`config.mk`:
```
export PLATFORM = sky130hd
export DESIGN_NAME = wwrc_ctrl
export DESIGN_NICKNAME = d
export VERILOG_FILES = /design/src/inc/wwrc_pkg.sv /design/src/rtl/wwrc_tick.sv /design/src/rtl/wwrc_ctrl.sv
export SDC_FILE = /design/constraint.sdc
export NUM_CORES = 1
export LEC_CHECK = 0
export ABC_AREA = 0
export BUFFER_PORTS_ARGS = -buffer_cell sky130_fd_sc_hd__buf_2
export CAP_MARGIN = 20
export CORE_UTILIZATION = 30
export CTS_BUF_LIST = sky130_fd_sc_hd__clkbuf_16
export DETAILED_ROUTE_END_ITERATION = 12
export PLACE_DENSITY_LB_ADDON = 0.12
export SYNTH_ARGS = -nofsm -noshare
export SYNTH_HDL_FRONTEND = slang
export SYNTH_HIERARCHICAL = 1
export SYNTH_SLANG_ARGS = --single-unit
```
`constraint.sdc`:
```
create_clock -name clk -period 3.4 [get_ports clk]
set_input_delay 0.51 -clock clk [delete_from_list [all_inputs] [get_ports clk]]
set_output_delay 0.51 -clock clk [all_outputs]
set_load 0.005 [all_outputs]
```
`src/inc/wwrc_pkg.sv`:
```
`default_nettype none

package wwrc_pkg;

   // ------------------------------------------------------------
   // Timing base
   // ------------------------------------------------------------
   localparam int CLK_HZ          = 50_000_000;  // Clock rate
   localparam int CLK_NS          = 20;          // Clock period
   // Coefficients of the shared timing base, in base ticks
   localparam int WAKE_PERIOD_CO  = 400_000;     // 4x10^5
   localparam int RST_DELAY_CO    = 50_000;      // 5x10^4
   localparam int RST_TO_WAKE_CO  = 200_000;     // 2x10^5
   // Common divisor giving the 8:1:4 proportion in base units
   localparam int BASE_UNIT_CO    = 50_000;
   localparam int WAKE_UNITS      = WAKE_PERIOD_CO / BASE_UNIT_CO;  // 8
   localparam int RST_UNITS       = RST_DELAY_CO / BASE_UNIT_CO;    // 1
   localparam int R2W_UNITS       = RST_TO_WAKE_CO / BASE_UNIT_CO;  // 4
   localparam int HALF_UNITS      = WAKE_UNITS / 2;                 // 4
   // Base unit time: 40 ms period / 8 = 5 ms
   localparam int UNIT_US         = 5000;
   localparam int UNIT_CYC        = (UNIT_US * 1000) / CLK_NS;      // 250000
   localparam int UNIT_W          = 18;          // Width of unit counter
   localparam int UCNT_W          = 4;           // Width of unit count
   localparam logic [1:0] SYNC_RST = 2'h3;       // Idle-high synchroniser

   // ------------------------------------------------------------
   // Sequencer states
   // ------------------------------------------------------------
   typedef enum logic [1:0] {
      WWRC_RESET = 2'b00,  // Reset asserted
      WWRC_DELAY = 2'b01,  // Reset released, waiting first wake edge
      WWRC_HIGH  = 2'b10,  // Wake output high half
      WWRC_LOW   = 2'b11   // Wake output low half
   } wwrc_state_t;

endpackage : wwrc_pkg

`default_nettype wire

```
`src/rtl/wwrc_tick.sv`:
```
`timescale 1ns/1ps
`default_nettype none

// Free-running timing base producing one pulse per base unit
module wwrc_tick #(
   parameter int UNIT_CYC = wwrc_pkg::UNIT_CYC,
   parameter int W        = wwrc_pkg::UNIT_W
) (
   // Clock and reset
   input  wire logic clk,
   input  wire logic arst_n,
   // Restart and tick
   input  wire logic restart,
   output logic      tick
);

   logic [W-1:0] cnt;       // Cycle count within a unit
   logic [W-1:0] next_cnt;  // Next count
   logic         next_tick; // Next tick

   // ------------------------------------------------------------
   // Next count
   // ------------------------------------------------------------
   always_comb begin
      next_tick = 1'b0;
      if (restart) begin
         next_cnt = '0;                           // Start unit afresh
      end else if (cnt == W'(UNIT_CYC - 1)) begin
         next_cnt  = '0;
         next_tick = 1'b1;
      end else begin
         next_cnt = cnt + 1'b1;
      end
   end

   // Registers
   always_ff @(posedge clk or negedge arst_n) begin
      if (!arst_n) begin
         cnt  <= '0;
         tick <= 1'b0;
      end else begin
         cnt  <= next_cnt;
         tick <= next_tick;
      end
   end

endmodule : wwrc_tick

`default_nettype wire

```
`src/rtl/wwrc_ctrl.sv`:
```
`timescale 1ns/1ps
`default_nettype none

// Function
// - Wake output high for at most the first half of each period
// - First watchdog fall drives wake low
// - Later watchdog pulses in cycle ignored
// - Reset held until power good at start
// - Reset asserted while power not good
// - Reset held for delay after recovery
// - Missing watchdog edge gives reset pulse
// - Wake output low during any reset
// - Wake cycle restarts after reset delay
// - Period, reset, delay timed 8:1:4
module wwrc_ctrl #(
   parameter int UNIT_CYC = wwrc_pkg::UNIT_CYC  // Cycles per base unit
) (
   // Clock and reset
   input  wire logic clk,
   input  wire logic arst_n,
   // Supervisor inputs
   input  wire logic power_good,
   input  wire logic watchdog_pulse_in,
   // Processor outputs
   output logic      wake_up,
   output logic      reset_out_n
);

   // ------------------------------------------------------------
   // Declarations
   // ------------------------------------------------------------
   logic [1:0]                   wd_sync;      // Watchdog synchroniser
   logic                         wd_prev;      // Previous synced level
   logic                         wd_fall;      // Falling edge seen
   logic                         tick;         // Base unit pulse
   logic                         restart;      // Restart timing base
   wwrc_pkg::wwrc_state_t        state;        // Sequencer state
   wwrc_pkg::wwrc_state_t        next_state;   // Next state
   logic [wwrc_pkg::UCNT_W-1:0]  ucnt;         // Units elapsed
   logic [wwrc_pkg::UCNT_W-1:0]  next_ucnt;    // Next units
   logic                         seen;         // Watchdog accepted
   logic                         next_seen;    // Next accepted flag
   logic                         next_wake;    // Next wake output
   logic                         next_rst_n;   // Next reset output
   logic                         rst_ok_now;   // Cycle running, no tick

   // ------------------------------------------------------------
   // Timing base
   // ------------------------------------------------------------
   wwrc_tick #(
      .UNIT_CYC (UNIT_CYC),
      .W        (wwrc_pkg::UNIT_W)
   ) u_tick (
      .clk     (clk),
      .arst_n  (arst_n),
      .restart (restart),
      .tick    (tick)
   );

   // Hold base at zero while supply is low, so the reset delay
   // after recovery always spans one full unit
   assign restart = !power_good;

   // ------------------------------------------------------------
   // Watchdog synchroniser and edge detect
   // ------------------------------------------------------------
   // Only the second stage feeds the edge detector
   assign wd_fall = wd_prev && !wd_sync[1];

   always_ff @(posedge clk or negedge arst_n) begin
      if (!arst_n) begin
         wd_sync <= wwrc_pkg::SYNC_RST;
         wd_prev <= 1'b1;
      end else begin
         wd_sync <= {wd_sync[0], watchdog_pulse_in};
         wd_prev <= wd_sync[1];
      end
   end

   // ------------------------------------------------------------
   // Sequencer next values
   // ------------------------------------------------------------
   always_comb begin
      next_state = state;
      next_ucnt  = ucnt;
      next_seen  = seen;
      next_wake  = 1'b0;
      next_rst_n = 1'b0;
      if (!power_good) begin
         // Supply out of regulation: hold reset
         next_state = wwrc_pkg::WWRC_RESET;
         next_ucnt  = '0;
      end else begin
         case (state)
            wwrc_pkg::WWRC_RESET: begin
               // Reset delay after regulation returns
               if (tick) begin
                  if (ucnt == wwrc_pkg::UCNT_W'(wwrc_pkg::RST_UNITS - 1)) begin
                     next_state = wwrc_pkg::WWRC_DELAY;
                     next_ucnt  = '0;
                     next_rst_n = 1'b1;
                  end else begin
                     next_ucnt = ucnt + 1'b1;
                  end
               end
            end
            wwrc_pkg::WWRC_DELAY: begin
               // Reset high, wake waits for restart delay
               next_rst_n = 1'b1;
               if (tick) begin
                  if (ucnt == wwrc_pkg::UCNT_W'(wwrc_pkg::R2W_UNITS - 1)) begin
                     next_state = wwrc_pkg::WWRC_HIGH;
                     next_ucnt  = '0;
                     next_seen  = 1'b0;
                  end else begin
                     next_ucnt = ucnt + 1'b1;
                  end
               end
               next_wake = (next_state == wwrc_pkg::WWRC_HIGH);
            end
            wwrc_pkg::WWRC_HIGH,
            wwrc_pkg::WWRC_LOW: begin
               next_rst_n = 1'b1;
               if (wd_fall && !seen) begin
                  next_seen = 1'b1;
               end
               if (tick) begin
                  if (ucnt == wwrc_pkg::UCNT_W'(wwrc_pkg::HALF_UNITS - 1)) begin
                     next_state = wwrc_pkg::WWRC_LOW;
                  end
                  if (ucnt == wwrc_pkg::UCNT_W'(wwrc_pkg::WAKE_UNITS - 1)) begin
                     next_ucnt = '0;
                     if (next_seen) begin
                        next_state = wwrc_pkg::WWRC_HIGH;  // New cycle
                        next_seen  = 1'b0;
                     end else begin
                        next_state = wwrc_pkg::WWRC_RESET;
                        next_rst_n = 1'b0;
                     end
                  end else begin
                     next_ucnt = ucnt + 1'b1;
                  end
               end
               // High half until an accepted watchdog fall
               next_wake = (next_state == wwrc_pkg::WWRC_HIGH)
                           && !next_seen;
            end
            default: begin
               next_state = wwrc_pkg::WWRC_RESET;
               next_ucnt  = '0;
            end
         endcase
      end
      if (!next_rst_n) begin
         next_wake = 1'b0;
      end
   end

   // Sequencer registers
   always_ff @(posedge clk or negedge arst_n) begin
      if (!arst_n) begin
         state       <= wwrc_pkg::WWRC_RESET;
         ucnt        <= '0;
         seen        <= 1'b0;
         wake_up     <= 1'b0;
         reset_out_n <= 1'b0;
      end else begin
         state       <= next_state;
         ucnt        <= next_ucnt;
         seen        <= next_seen;
         wake_up     <= next_wake;
         reset_out_n <= next_rst_n;
      end
   end

   // ------------------------------------------------------------
   // Assertions
   // ------------------------------------------------------------
   // Helper: cycle running, no unit boundary
   assign rst_ok_now = reset_out_n && power_good && !tick;
endmodule : wwrc_ctrl

`default_nettype wire

```
**After elaboration in Yosys (flattened, before gate mapping)**

Index checks and enable logic that the tools add are counted.

- Flip-flop bits (word level): 31
- Output and inout bits: 2
- Logic and storage cells: 84

- Add/subtract/negate cells: 2
- Equal/unequal tests: 14
- Muxes and demuxes: 46
- Reduce and logical (&&, ||, !) cells: 13

Operators with widths:

| kind | number |
|---|---|
| $mux W18 | 2 |
| $mux W4 | 7 |
| $mux W2 | 13 |
| $mux W1 | 19 |
| $add A18 B1 Y18 const B | 1 |
| $eq A18 B18 Y1 const B | 1 |
| $pmux W4 S3 | 1 |
| $ne A3 B2 Y1 const B | 3 |
| $eq A2 B2 Y1 const B | 4 |
| $pmux W2 S3 | 1 |
| $add A4 B1 Y4 const B | 1 |
| $eq A4 B2 Y1 const B | 1 |
| $eq A4 B3 Y1 const B | 1 |
| $logic_not A4 Y1 | 1 |
| $pmux W1 S2 | 2 |
| $reduce_and A4 Y1 | 1 |
| $logic_and A1 B1 Y1 | 3 |
| $logic_not A1 Y1 | 3 |
| $ne A3 B3 Y1 const B | 1 |
| $pmux W1 S3 | 1 |
| $reduce_and A3 Y1 | 1 |
| $eq A2 B1 Y1 const B | 1 |
| $logic_not A2 Y1 | 1 |
| $ne A2 B1 Y1 const B | 1 |
| 4 further kinds | 4 |

**Logic depth before layout (Yosys ltp)**

- Word-level depth: 16
- Gate-level depth with buffers: 7
- Gate-level depth less buffers: 5

**Hierarchy**

Netlist, hierarchy kept.

By module, submodules not included:

| module | times used | cells each | area each (um^2) | seq. area each (um^2) |
|---|---|---|---|---|
| wwrc_tick | 1 | 94 | 950.9 | 475.5 |
| wwrc_ctrl | 1 | 60 | 626.9 | 304.0 |

**Worst setup path before layout**

OpenSTA, ideal clock, no wires.

- Path kind: reg2reg
- Start: reg u_tick.cnt[13]
- End: reg u_tick.cnt[12]
- Library setup time: 0.119 ns
- Arrival: 1.535 ns
- Required time: 3.281 ns
- Setup slack: 1.747 ns
- Cell stages (with the launch flop): 7
- Buffers on the path: 2
- Period minus slack after synthesis: 1.653 ns
- Cell sequence: dfrtp_1 > or4b_1 > nor3_2 > a41o_1 > buf_6 > buf_12 > nor2_1

- Cells in the longest elaborated chain, start to end: 3

Ends and longest elaborated chain:

| item | line | text |
|---|---|---|
| start, declared | wwrc_tick.sv:17 | `logic [W-1:0] cnt;` |
| start signal, assigned | wwrc_tick.sv:42 | `cnt <= next_cnt;` |
| $eq A18 B18 Y1 | wwrc_tick.sv:28 | `end else if (cnt == W'(UNIT_CYC - 1)) begin` |
| $mux W18 | wwrc_tick.sv:28 |  |
| $mux W18 | wwrc_tick.sv:26 | `if (restart) begin` |
| named net u_tick.next_cnt[12] | wwrc_tick.sv:18 | `logic [W-1:0] next_cnt;` |

The timed path passes the listed nets, and every way through them passes these cells.
A chain may end at the register's enable or synchronous reset.

**Worst setup path in the final report**

- Start: reg u_tick.cnt[0]
- End: reg u_tick.cnt[5]

- Cells in the longest elaborated chain, start to end: 3

Ends and longest elaborated chain:

| item | line |
|---|---|
| $add A18 B1 Y18 / $eq A18 B18 Y1 (equally long branches) | wwrc_tick.sv:32, wwrc_tick.sv:28 |
| $mux W18 (*) | wwrc_tick.sv:28 |
| $mux W18 (*) | wwrc_tick.sv:26 |
| named net u_tick.next_cnt[5] | wwrc_tick.sv:18 |

The timed path passes the listed nets; every way through them passes the cells marked *.

==> results_dict.tcl <==
set metrics [dict create \
    fin_nets 168 \
    num_rows 26 \
    cts_setup_buffers 0 \
    worstSetupEndpointType "flip-flop" \
    p_leak_uw 0.000741 \
    fmax_mhz 476 \
    outcome "finished, final reports clean" \
    finalCriticalPeriod_ns 2.10 \
    synth-xor-area-share 0.0777 \
    htree_levels 2 \
    ant_nets 0 \
    skew_ns 0.00276 \
    root_buffer "clkbuf_16" \
    drt_iter0_drc 28 \
    multiInputGateArea_um2 723 \
    critPathSlowestCell "a41o_1" \
    yosysSeqAreaShare 0.494 \
    cts_tree "done" \
    synth.top_cell.area_share 0.444 \
    rsz0062_at_grt "false" \
    io_buffers 5 \
    p_per_area_nw_per_um2 456 \
    synth-simple-area-share 0.266 \
    dp_hpwl_mm 2.06 \
    ios 6 \
    synth-seq-cells 31 \
    relSlewSlack 0.539 \
    cts-resized-gates 0 \
    tns_ns 0 \
    yosysUniqueCellTypes 44 \
    drive_above_1_share 0.117 \
    core-area_um2 5070 \
    syn_area_per_cell_um2 10.2 \
    synth_edf_count 0 \
    synth.top_cells.by_area "dfrtp_1 44%, dfstp_2 5.0%, nor2_1 5.0%" \
    maxCapViolCount 0 \
    syn_nets 161 \
    mostFrequentLayoutCell "dfrtp_1" \
    start_util 0.311 \
    grt_max_degree 32 \
    critPathTopFamily "simple AND/OR/NAND/NOR gates" \
    tightest_slew_ns 0.691 \
    finalHoldViolations 0 \
    worst-path-buf-inv 0 \
    synth_adder_area_share 0.0238 \
    area_growth_pct 12.5 \
    setup_violations 0 \
    gr-total-overflow 0 \
    postCtsHoldBufs 0 \
    min_path_type "primary input to asynchronous set/reset pin" \
    crit_type "flip-flop to flip-flop" \
    netlist_area_um2 1580 \
    grt_pass1_vias 1140 \
    synth_compound_area_frac 0.0841 \
    yosysWarnings 6 \
    routedWlPerCell_um 13.0 \
    arrival_ns 2.23 \
    worst_ir_drop_vdd_mv 0.214 \
    antenna_found_initial 0 \
    holdWs_ns 0.282 \
    place_area_um2 1640 \
    clkSlewWorstSetupHoldPaths_ns 0.05 \
    drc 0 \
    dieArea_um2 5550 \
    vias_per_cell 4.88 \
    finalCritPeriodShare 0.618 \
    finalMaxSlewViolations 0 \
    synth_top_family_by_area "simple AND/OR/NAND/NOR gates" \
    n_antenna_cell 0 \
    clock-sinks 31 \
    crit_chain "ha_1 > nand4_1 > nor4_1 > a41o_1 > nor2_1" \
    yosysTopAreaCell "dfrtp_1" \
    cts_made_buffers 5 \
    cts.path.max_buffers 2 \
    place_congestion 0.779 \
    fillers 523 \
    drt_pass1_iterations 4 \
    postRouteWirelength_mm 3.02 \
    path_max_fanout 17 \
    die_height_um 74.5 \
    cp.required_ns 3.53 \
    synthArstFlopShare 1.00 \
    grt_use_total 0.130 \
    grt_pass1_wl_mm 5.31 \
    final_area_um2 1770 \
    start_kind "flip-flop" \
    clock_latency_ns 0.27 \
    dr_total_vias 1133 \
    layout_common_cells "28 x dfrtp_1, 21 x nor2_1, 9 x nand4_1, 9 x nand3_1, 9 x xor2_1" \
    ys.flop_type "dfrtp_1" \
    syn_inst 154 \
    worst_path_largest_cell_delay_ns 0.62 \
    ff_latch_area_um2 779 \
    synthMuxAreaShare 0.00634 \
    die_w_um 74.5 \
]
[flip-flops by register name, summed over array words and instances, names as in the netlist]
register and cells:
wd_sync 2, reset_out_n 1, state 2, u_tick/cnt 18, u_tick/tick 1, seen 1, ucnt 4, wake_up 1
wd_prev 1
[stage by stage]
step	util	cells	power, µW	setup slack [ns]
after floorplan	-	154	399	1.75
after global placement	0.323	224	408	1.35
after detailed placement	0.323	224	409	1.30
after CTS	0.350	232	825	1.30
after global routing	0.350	232	841	1.12
final	0.350	232	809	1.30
[layer usage]
| metal | track usage | wire length, µm |
|---|---|---|
| met1 | 0.157 | 1420 |
| met2 | 0.209 | 1460 |
| met3 | 0.0339 | 85 |
| met4 | 0.0734 | 53 |
| met5 | 0 | 0 |
[area by class of cell]
cell class,count,area share
sequential,31,0.439
clock buffer,5,0.0705
timing repair buffer,5,0.0141
inverter,6,0.0127
tap,70,0.0494
clock inverter,3,0.00635
multi-input combinational,112,0.408
[path summary, 6_finish.rpt]
| path | from | end | slack, ns | cells past startpoint |
|---|---|---|---|---|
| hold reg to reg | wd_sync[0]$_DFF_PN1_ | wd_sync[1]$_DFF_PN1_ | 0.35 | 0 |
| max in group asynchronous | arst_n | u_tick/cnt[15]$_DFF_PN0_ | 2.67 | 1 |
| hold / removal | arst_n | wake_up$_DFF_PN0_ | 0.28 | 1 |
| min in group clk | watchdog_pulse_in | wd_sync[0]$_DFF_PN1_ | 0.34 | 1 |
| setup / recovery | u_tick/cnt[0]$_DFF_PN0_ | u_tick/cnt[5]$_DFF_PN0_ | 1.30 | 5 |
| setup reg to reg | u_tick/cnt[0]$_DFF_PN0_ | u_tick/cnt[5]$_DFF_PN0_ | 1.30 | 5 |
[power by group]
| group | total (µW) | switching (µW) | leakage [µW] | internal, µW |
|---|---|---|---|---|
| combinational | 21.8 | 16.1 | 0.000250 | 5.69 |
| clock | 407 | 145 | 0.0000701 | 262 |
| sequential | 380 | 4.29 | 0.000420 | 376 |
| total | 809 | 165 | 0.000741 | 644 |
[cells by family after synthesis]
logic type      Yosys count
compound gates           20
fa+ha+maj                 3
flops                    31
buf+inv                  11
mux                       1
simple gates             74
xor+xnor                 14
[synth_stat cells, drive strengths merged, types with 3 or more instances]
master / n
a21oi: 4
nand4: 9
xor2: 9
inv: 6
ha: 3
nand3: 9
nor3: 3
dfstp: 3
and4: 4
buf: 4
nand2: 8
dfrtp: 28
or3: 4
nor2: 21
xnor2: 5
o21ai: 7
Power figures use the tool's default switching activity.
